<file path="src/pmusc_pkg.sv">
package pmusc_pkg;

  // ************************************************************
  // Register indices (byte address is four times the index)
  // ************************************************************
  localparam logic [7:0] IDX_LDO_A_CODE = 8'h90; // Level code, first regulator
  localparam logic [7:0] IDX_LDO_A_CTRL = 8'h91; // Control/status, first regulator
  localparam logic [7:0] IDX_LDO_B_CODE = 8'hA0; // Level code, second regulator
  localparam logic [7:0] IDX_LDO_B_CTRL = 8'hA1; // Control/status, second regulator
  localparam logic [7:0] IDX_AO_CTRL = 8'hB1; // Always-on regulator control
  localparam logic [7:0] IDX_SYS_CTRL = 8'hC0; // Button and watchdog control
  localparam logic [7:0] IDX_IRQ_SRC = 8'hC1; // Interrupt source address
  localparam logic [7:0] IDX_BTN_STAT = 8'hC2; // Button status
  localparam logic [7:0] IDX_GOFF = 8'hC3; // Global off and power cycle
  localparam logic [7:0] IDX_RST_CAUSE = 8'hC5; // Reset cause flags

  // ************************************************************
  // Interrupt source codes
  // ************************************************************
  localparam logic [7:0] SRC_LDO_A = 8'h90; // First regulator block
  localparam logic [7:0] SRC_LDO_B = 8'hA0; // Second regulator block
  localparam logic [7:0] SRC_SYS = 8'hC0; // System control block
  localparam logic [7:0] SRC_NONE = 8'hFF; // Nothing pending

  // ************************************************************
  // Field positions
  // ************************************************************
  localparam int CODE_W = 6; // Width of level code
  localparam int BIT_EN = 7; // Regulator enable
  localparam int BIT_DCH = 2; // Discharge in shutdown
  localparam int BIT_FIRQ = 1; // Fault interrupt enable
  localparam int BIT_PG = 0; // Power good status
  localparam int BIT_PRESS_IE = 7; // Press interrupt enable
  localparam int BIT_REL_IE = 6; // Release interrupt enable
  localparam int BIT_WD_SR = 1; // Watchdog soft-reset enable
  localparam int BIT_WD_PC = 0; // Watchdog power-cycle enable
  localparam int BIT_PRESS_FLAG = 7; // Press flag
  localparam int BIT_REL_FLAG = 6; // Release flag
  localparam int BIT_BTN_LIVE = 5; // Live button level
  localparam int BIT_SD_REQ = 4; // Global shutdown request
  localparam int BIT_SD_ARM = 3; // Global shutdown arm
  localparam int BIT_SWPC = 0; // Software power cycle
  localparam int BIT_PC_FLAG = 1; // Power cycle occurred
  localparam int BIT_SR_FLAG = 0; // Soft reset occurred

  // ************************************************************
  // Reset values and timing
  // ************************************************************
  localparam logic [5:0] RST_CODE = 6'h00; // Level code after reset
  localparam logic [7:0] RST_SRC = 8'hFF; // Source register after reset
  localparam int PC_DELAY_MS = 8; // Delay before software power cycle
  localparam int CLK_FREQ_MHZ = 100; // System clock rate
  localparam int PC_DELAY_CYCLES = PC_DELAY_MS * 1000 * CLK_FREQ_MHZ; // Delay in cycles
  localparam int PC_CNT_W = 20; // Delay counter width

  // Power cycle delay state
  typedef enum logic {
    PC_IDLE = 1'b0,
    PC_WAIT = 1'b1
  } pmusc_pc_e;

endpackage : pmusc_pkg

</file>
<file path="src/pmusc_regs.sv">
// The APB register port was left to the implementer.
module pmusc_regs
  import pmusc_pkg::*;
#(
  parameter int PC_CYCLES = PC_DELAY_CYCLES
) (
  input wire logic clk,
  input wire logic sys_rst,
  input wire logic psel,
  input wire logic penable,
  input wire logic pwrite,
  input wire logic [9:0] paddr,
  input wire logic [31:0] pwdata,
  output logic [31:0] prdata,
  output logic pready,
  output logic pslverr,
  input wire logic push_button_input,
  input wire logic ldo_a_power_ok,
  input wire logic ldo_b_power_ok,
  input wire logic ldo_a_fault,
  input wire logic ldo_b_fault,
  input wire logic watchdog_expired,
  input wire logic sleep_entry,
  output logic [5:0] ldo_a_output_level_code,
  output logic ldo_a_enable,
  output logic ldo_a_discharge,
  output logic [5:0] ldo_b_output_level_code,
  output logic ldo_b_enable,
  output logic ldo_b_discharge,
  output logic always_on_ldo_enable,
  output logic irq_pending,
  output logic global_shutdown,
  output logic power_cycle_start,
  output logic soft_reset_start
);

  // ************************************************************
  // State
  // ************************************************************
  typedef struct packed {
    logic [4:0] sync1; // First synchroniser stage
    logic [4:0] sync2; // Second synchroniser stage
    logic btn_prev; // Button level last cycle
    logic [1:0] flt_prev; // Fault levels last cycle
    logic [5:0] a_code; // First regulator code
    logic a_en; // First regulator on
    logic a_dch; // First regulator discharge enable
    logic a_firq; // First regulator fault irq enable
    logic a_dch_act; // First regulator discharging
    logic [5:0] b_code; // Second regulator code
    logic b_en; // Second regulator on
    logic b_dch; // Second regulator discharge enable
    logic b_firq; // Second regulator fault irq enable
    logic b_dch_act; // Second regulator discharging
    logic ao_en; // Always-on regulator on
    logic press_ie; // Press interrupt enable
    logic rel_ie; // Release interrupt enable
    logic wd_sr_en; // Watchdog soft-reset enable
    logic wd_pc_en; // Watchdog power-cycle enable
    logic [7:0] src; // Interrupt source address
    logic press_flag; // Press interrupt seen
    logic rel_flag; // Release interrupt seen
    logic sd_arm; // Global shutdown armed
    logic sd_req; // Global shutdown request bit
    logic swpc; // Software power cycle pending
    logic pc_flag; // Power cycle happened
    logic sr_flag; // Soft reset happened
    pmusc_pc_e pc_st; // Delay state
    logic [PC_CNT_W-1:0] pc_cnt; // Delay counter
    logic irq; // Interrupt output
    logic sd_pulse; // Shutdown pulse
    logic pc_pulse; // Power cycle pulse
    logic sr_pulse; // Soft reset pulse
    logic rdy; // APB ready
    logic err; // APB error
    logic [31:0] rdata; // APB read data
  } pmusc_state_s;

  localparam logic [PC_CNT_W-1:0] PC_LAST = PC_CNT_W'(PC_CYCLES - 1); // Last count

  pmusc_state_s q; // Registered state
  pmusc_state_s d; // Next state
  logic [7:0] idx; // Register index
  logic acc; // Access completes this edge
  logic mapped; // Index decodes
  logic [7:0] rd; // Read value
  logic [7:0] wd; // Write value
  logic btn; // Synchronised button
  logic press_ev; // Press event
  logic rel_ev; // Release event
  logic flt_a_ev; // First regulator fault event
  logic flt_b_ev; // Second regulator fault event
  logic ev_any; // Any source event

  assign idx = paddr[9:2];
  assign wd = pwdata[7:0];
  assign acc = psel & penable & q.rdy;
  assign btn = q.sync2[0];
  assign press_ev = btn & ~q.btn_prev & q.press_ie;
  assign rel_ev = ~btn & q.btn_prev & q.rel_ie;
  assign flt_a_ev = q.sync2[3] & ~q.flt_prev[0] & q.a_firq;
  assign flt_b_ev = q.sync2[4] & ~q.flt_prev[1] & q.b_firq;
  assign ev_any = press_ev | rel_ev | flt_a_ev | flt_b_ev;

  // ************************************************************
  // Read decode
  // ************************************************************
  // Read mux, reserved bits zero
  always_comb begin
    rd = 8'h00;
    mapped = 1'b1;
    unique case (idx)
      IDX_LDO_A_CODE: rd = {2'b00, q.a_code};
      IDX_LDO_A_CTRL: rd = {q.a_en, 4'h0, q.a_dch, q.a_firq, q.sync2[1]};
      IDX_LDO_B_CODE: rd = {2'b00, q.b_code};
      IDX_LDO_B_CTRL: rd = {q.b_en, 4'h0, q.b_dch, q.b_firq, q.sync2[2]};
      IDX_AO_CTRL: rd = {q.ao_en, 7'h00};
      IDX_SYS_CTRL: rd = {q.press_ie, q.rel_ie, 4'h0, q.wd_sr_en, q.wd_pc_en};
      IDX_IRQ_SRC: rd = q.src;
      IDX_BTN_STAT: rd = {q.press_flag, q.rel_flag, btn, 5'h00};
      IDX_GOFF: rd = {3'b000, q.sd_req, q.sd_arm, 2'b00, q.swpc};
      IDX_RST_CAUSE: rd = {6'h00, q.pc_flag, q.sr_flag};
      default: mapped = 1'b0;
    endcase
  end

  // ************************************************************
  // Next state
  // ************************************************************
  // Bus, writes, read side effects, then hardware events
  always_comb begin
    d = q;
    d.sync1 = {ldo_b_fault, ldo_a_fault, ldo_b_power_ok, ldo_a_power_ok, push_button_input};
    d.sync2 = q.sync1;
    d.btn_prev = btn;
    d.flt_prev = q.sync2[4:3];
    d.sd_pulse = 1'b0;
    d.pc_pulse = 1'b0;
    d.sr_pulse = 1'b0;
    // One wait state, then ready
    d.rdy = psel & penable & ~q.rdy;
    if (psel && penable && !q.rdy) begin
      d.rdata = {24'h000000, rd};
      d.err = ~mapped;
    end else begin
      d.rdata = 32'h00000000;
      d.err = 1'b0;
    end
    // Register writes
    if (acc && pwrite && mapped) begin
      unique case (idx)
        IDX_LDO_A_CODE: d.a_code = wd[CODE_W-1:0];
        IDX_LDO_A_CTRL: begin
          d.a_en = wd[BIT_EN];
          d.a_dch = wd[BIT_DCH];
          d.a_firq = wd[BIT_FIRQ];
        end
        IDX_LDO_B_CODE: d.b_code = wd[CODE_W-1:0];
        IDX_LDO_B_CTRL: begin
          d.b_en = wd[BIT_EN];
          d.b_dch = wd[BIT_DCH];
          d.b_firq = wd[BIT_FIRQ];
        end
        IDX_AO_CTRL: d.ao_en = wd[BIT_EN];
        IDX_SYS_CTRL: begin
          d.press_ie = wd[BIT_PRESS_IE];
          d.rel_ie = wd[BIT_REL_IE];
          d.wd_sr_en = wd[BIT_WD_SR];
          d.wd_pc_en = wd[BIT_WD_PC];
        end
        IDX_GOFF: begin
          // Request only acts when already armed
          if (wd[BIT_SD_REQ] && q.sd_arm) begin
            d.a_en = 1'b0;
            d.b_en = 1'b0;
            d.ao_en = 1'b0;
            d.sd_pulse = 1'b1;
            d.sd_arm = 1'b0;
            d.sd_req = 1'b0;
          end else begin
            d.sd_arm = wd[BIT_SD_ARM];
            d.sd_req = wd[BIT_SD_REQ];
          end
          // Start delay only from idle
          if (wd[BIT_SWPC] && q.pc_st == PC_IDLE) begin
            d.swpc = 1'b1;
            d.pc_st = PC_WAIT;
            d.pc_cnt = '0;
          end
        end
        default: ;
      endcase
    end
    // Clear on read
    if (acc && !pwrite) begin
      if (idx == IDX_IRQ_SRC) d.src = SRC_NONE;
      if (idx == IDX_BTN_STAT) begin
        d.press_flag = 1'b0;
        d.rel_flag = 1'b0;
      end
      if (idx == IDX_RST_CAUSE) begin
        d.pc_flag = 1'b0;
        d.sr_flag = 1'b0;
      end
    end
    // Events win over the read clear
    if (flt_a_ev) d.src = SRC_LDO_A;
    if (flt_b_ev) d.src = SRC_LDO_B;
    if (press_ev) begin
      d.press_flag = 1'b1;
      d.src = SRC_SYS;
    end
    if (rel_ev) begin
      d.rel_flag = 1'b1;
      d.src = SRC_SYS;
    end
    // Software power cycle delay
    if (q.pc_st == PC_WAIT) begin
      if (q.pc_cnt == PC_LAST) begin
        d.pc_st = PC_IDLE;
        d.swpc = 1'b0;
        d.pc_pulse = 1'b1;
        d.pc_flag = 1'b1;
      end else begin
        d.pc_cnt = q.pc_cnt + 1'b1;
      end
    end
    // Watchdog expiry
    if (watchdog_expired && q.wd_pc_en) begin
      d.pc_pulse = 1'b1;
      d.pc_flag = 1'b1;
    end
    if (watchdog_expired && q.wd_sr_en) begin
      d.sr_pulse = 1'b1;
      d.sr_flag = 1'b1;
    end
    // Sleep clears watchdog enables
    if (sleep_entry) begin
      d.wd_sr_en = 1'b0;
      d.wd_pc_en = 1'b0;
    end
    d.a_dch_act = ~d.a_en & d.a_dch;
    d.b_dch_act = ~d.b_en & d.b_dch;
    d.irq = (d.src != SRC_NONE) | d.press_flag | d.rel_flag;
  end

  // ************************************************************
  // State register
  // ************************************************************
  // Synchronous reset to defined values
  always_ff @(posedge clk) begin
    if (sys_rst) begin
      q <= '0;
      q.a_code <= RST_CODE;
      q.b_code <= RST_CODE;
      q.src <= RST_SRC;
      q.pc_st <= PC_IDLE;
    end else begin
      q <= d;
    end
  end

  // Outputs straight from flops
  assign prdata = q.rdata;
  assign pready = q.rdy;
  assign pslverr = q.err;
  assign ldo_a_output_level_code = q.a_code;
  assign ldo_a_enable = q.a_en;
  assign ldo_a_discharge = q.a_dch_act;
  assign ldo_b_output_level_code = q.b_code;
  assign ldo_b_enable = q.b_en;
  assign ldo_b_discharge = q.b_dch_act;
  assign always_on_ldo_enable = q.ao_en;
  assign irq_pending = q.irq;
  assign global_shutdown = q.sd_pulse;
  assign power_cycle_start = q.pc_pulse;
  assign soft_reset_start = q.sr_pulse;
endmodule : pmusc_regs

</file>
<file path="config.mk">
export PLATFORM = sky130hd
export DESIGN_NAME = pmusc_regs
export DESIGN_NICKNAME = d
export VERILOG_FILES = /design/src/pmusc_pkg.sv /design/src/pmusc_regs.sv
export SDC_FILE = /design/constraint.sdc
export NUM_CORES = 1
export LEC_CHECK = 0
export BUFFER_PORTS_ARGS = -buffer_cell sky130_fd_sc_hd__buf_2
export CAP_MARGIN = 25
export CORE_AREA = 2 2 113 115
export DETAILED_ROUTE_END_ITERATION = 10
export DIE_AREA = 0 0 115 117
export MAX_ROUTING_LAYER = met4
export PLACE_DENSITY = 0.64
export SLEW_MARGIN = 25
export SYNTH_ARGS = -nofsm -noshare
export SYNTH_HDL_FRONTEND = slang
export SYNTH_SLANG_ARGS = --single-unit
</file>
<file path="constraint.sdc">
create_clock -name clk -period 2.2 [get_ports clk]
set_clock_uncertainty 0.15 [all_clocks]
set_input_delay 0.44 -clock clk [delete_from_list [all_inputs] [get_ports clk]]
set_output_delay 0.44 -clock clk [all_outputs]
set_load 0.02 [all_outputs]
</file>
==> run metrics <==
Port Buf Inserts 58; area delta synth->final 18.9%; DR iter-0 viols 247; vias in the first global route 3360; clk buf depth 2; Tot Pwr around 0.0034 W; Detail Route Antenna Nets 0; Yosys cell types between 60 and 70; WP data required 2.29 ns; min Tclk post-route 2.14 ns; WHS 0.145 ns; Leak Pwr 2.04 nW; HPWL Detailed 7.81 mm; sequential area share after synthesis 0.421; Vias 3536; Post-synth top flop dfxtp_1; endpoints failing hold 0; setup tns final 0 ns; drt drc 0; worst hold-check path type in -> reg; non-filler cells, final 690; total track usage 0.164; Worst setup SP type flop; routed wire length 10.2 mm; Placed Cells approximately 670; Worst Setup End Kind flop; wire per inst 14.8 um; Design Area, Final 4970 um2; DRT Pass-1 Iters 4; relative slew slack 0.654; period utilisation layout 0.974; Worst-Margin Slew 0.514 ns; maximum number of pins on one net before global-route repair 39; Clock Sinks around 90; Synth Warn # 0; initial antenna violation count 1; row cnt 41; Synth Cell Area 4180 um2; Multi-input gate area 2090 um2; core area 12300 um2; status finished, final reports clean; root buffer cell clkbuf_16; maximum vdd drop 0.000347 V; Initial Util 0.340; cts bufs inserted 9; RSZ-0062 raised after global routing false; total gr overflow 0; Syn Inst Count 468; DP Area between 4000 and 5000 um2; max-slew violation count 0; fraction of registers with async set/reset 0; setup bufs post-CTS 0; setup violators final 0; via density per instance about 5; power per cell area 691 nW/um2; Horiz. Die Dim 115 um; Critical Path AT approximately 2.2 ns; mean cell area of the mapped netlist between 8 and 9 um2; Final Wtd Congestion 0.846; share of cells above drive strength 1 0.232; IO Count 109; f_max 0.467 GHz; die area 13500 um2; Final #Nets 589; Post-synth EDFFs 0; Sequential Area 1760 um2; H-tree depth 3; max-cap violations 0; Filler cells 1225; Max Fanout on Critical Path 4; wire length of the first global-routing pass 16.7 mm; FF+latch count, synth 88; Worst-Skew Late Latency 0.34 ns; clk slew on worst S/H paths 0.07 ns; TritonCTS clock tree yes; CP Class reg -> reg; Die H 117 um
[per-layer routing]
layer	vias up	track usage	wire length, um
li1	1753	-	-
met1	1658	0.200	4670
met2	112	0.261	4740
met4	0	0.0667	225
met5	-	-	0
met3	13	0.0417	598
[stage by stage]
stage,utilization,setup slack [ns]
after floorplan,-,0.0627
after global routing,0.404,0.000763
after detailed placement,0.378,0.0389
final,0.404,0.0575
after CTS,0.404,0.0446
after global placement,0.378,0.0733
[critical path, stage by stage, from the launching register on]
cell and delay (ns):
dfxtp_1 0.34, nand3_2 0.10, or4_4 0.54, or4_4 0.49, and3_1 0.19, a211o_1 0.21
[cell families (layout without fill, tap and decap cells)]
family | Yosys count | in the layout | share of synthesized area
AOI/OAI and AO/OA | 89 | 89 | 0.141
xor gates and xnor gates | 9 | 9 | 0.0188
adders and majority gates | 1 | 1 | 0.00299
buffers and inverters | 69 | 117 | 0.102
DFF | 88 | 88 | 0.421
muxes | 20 | 20 | 0.0479
other | 1 | 25 | 0.000897
and+or+nand+nor | 191 | 191 | 0.265
[power by group]
| part | internal, W | leakage (nW) | switching [W] |
|---|---|---|---|
| clock | 0.00100 | 0.157 | 0.000645 |
| combinational | 0.0000579 | 1.17 | 0.000124 |
| sequential | 0.00160 | 0.712 | 0.00000395 |
| total | 0.00267 | 2.04 | 0.000773 |
[layout make-up]
class                           instances  share of cell area
Multi-Input combinational cell        334               0.420
Sequential cell                        88               0.355
Timing Repair Buffer                   94               0.118
Clock buffer                           10              0.0460
Tap cell                              150              0.0377
Clock inverter                          6              0.0184
Inverter                                7             0.00528
Antenna cell                            1            0.000503
[worst paths after layout]
path,cells past startpoint,from,slack [ns],to
worst max register to register,5,q[49]$_SDFF_PP0_,0.06,q[57]$_SDFF_PP0_
worst min register to register,1,d[106]$_SDFF_PP0_,0.28,d[100]$_SDFF_PP0_
worst max-delay path,5,q[49]$_SDFF_PP0_,0.06,q[57]$_SDFF_PP0_
worst min-delay path,2,sleep_entry,0.14,q[74]$_SDFFE_PP0P_
[Yosys cell counts (2+ instances only)]
cell type,count,area share
a211o_1,3,0.0063
a21boi_0,4,0.0072
a21o_1,6,0.011
a21oi_1,23,0.028
a222oi_1,2,0.0048
a22oi_1,13,0.023
a31oi_1,3,0.0045
a32oi_1,3,0.0063
and2_1,4,0.0060
and3_1,10,0.015
and3b_1,3,0.0063
and4_1,4,0.0084
and4bb_2,2,0.0060
buf_2,3,0.0036
buf_4,44,0.079
clkbuf_1,15,0.013
dfxtp_1,88,0.42
inv_1,7,0.0063
mux2i_1,20,0.048
nand2_1,26,0.023
nand2b_1,8,0.012
nand3_1,15,0.018
nand3b_1,4,0.0072
nand4_1,10,0.015
nand4bb_1,2,0.0054
nor2_1,45,0.040
nor2_2,2,0.0030
nor2b_1,20,0.030
nor3_1,10,0.012
nor3b_1,2,0.0036
nor4_1,2,0.0030
nor4b_1,2,0.0042
nor4bb_1,2,0.0048
o21a_1,2,0.0036
o21ai_0,11,0.013
o21bai_1,4,0.0072
o22ai_1,7,0.010
or3_1,3,0.0045
or3_2,2,0.0036
or4_1,3,0.0054
or4_4,2,0.0054
xnor2_1,4,0.0084
xor2_1,5,0.010
[sequential cells by signal (all words and copies together) (netlist names)]
| register | cells |
|---|---|
| ldo_a_output_level_code | 6 |
| ldo_b_output_level_code | 6 |
| btn | 1 |
| soft_reset_start | 1 |
| ldo_a_enable | 1 |
| always_on_ldo_enable | 1 |
| global_shutdown | 1 |
| pslverr | 1 |
| ldo_b_discharge | 1 |
| power_cycle_start | 1 |
| d | 7 |
| irq_pending | 1 |
| prdata | 8 |
| ldo_b_enable | 1 |
| ldo_a_discharge | 1 |
| pready | 1 |
| q | 49 |
[cells in the final DEF, fill, tap and decap left out, drive strengths merged, types with 7 or more instances in the layout]
| cell type | Yosys | routed |
|---|---|---|
| nor3 | 10 | 10 |
| inv | 7 | 9 |
| conb | 1 | 24 |
| dfxtp | 88 | 88 |
| nand2b | 8 | 8 |
| nand3 | 16 | 16 |
| buf | 47 | 94 |
| mux2i | 20 | 20 |
| o22ai | 7 | 7 |
| nand2 | 26 | 26 |
| and3 | 11 | 11 |
| a21oi | 23 | 23 |
| a22oi | 13 | 13 |
| o21ai | 12 | 12 |
| nor2b | 20 | 20 |
| nor2 | 47 | 47 |
| nand4 | 10 | 10 |
| clkbuf | 15 | 10 |
[timing repair]
action / in CTS / in global routing
hold endpoints to repair: 0 / 0
hold buffers: 0 / 0
endpoints found under the setup margin: 0 / 1
resized for setup: 0 / 1
Note: power is estimated with default switching activity, not from simulation.
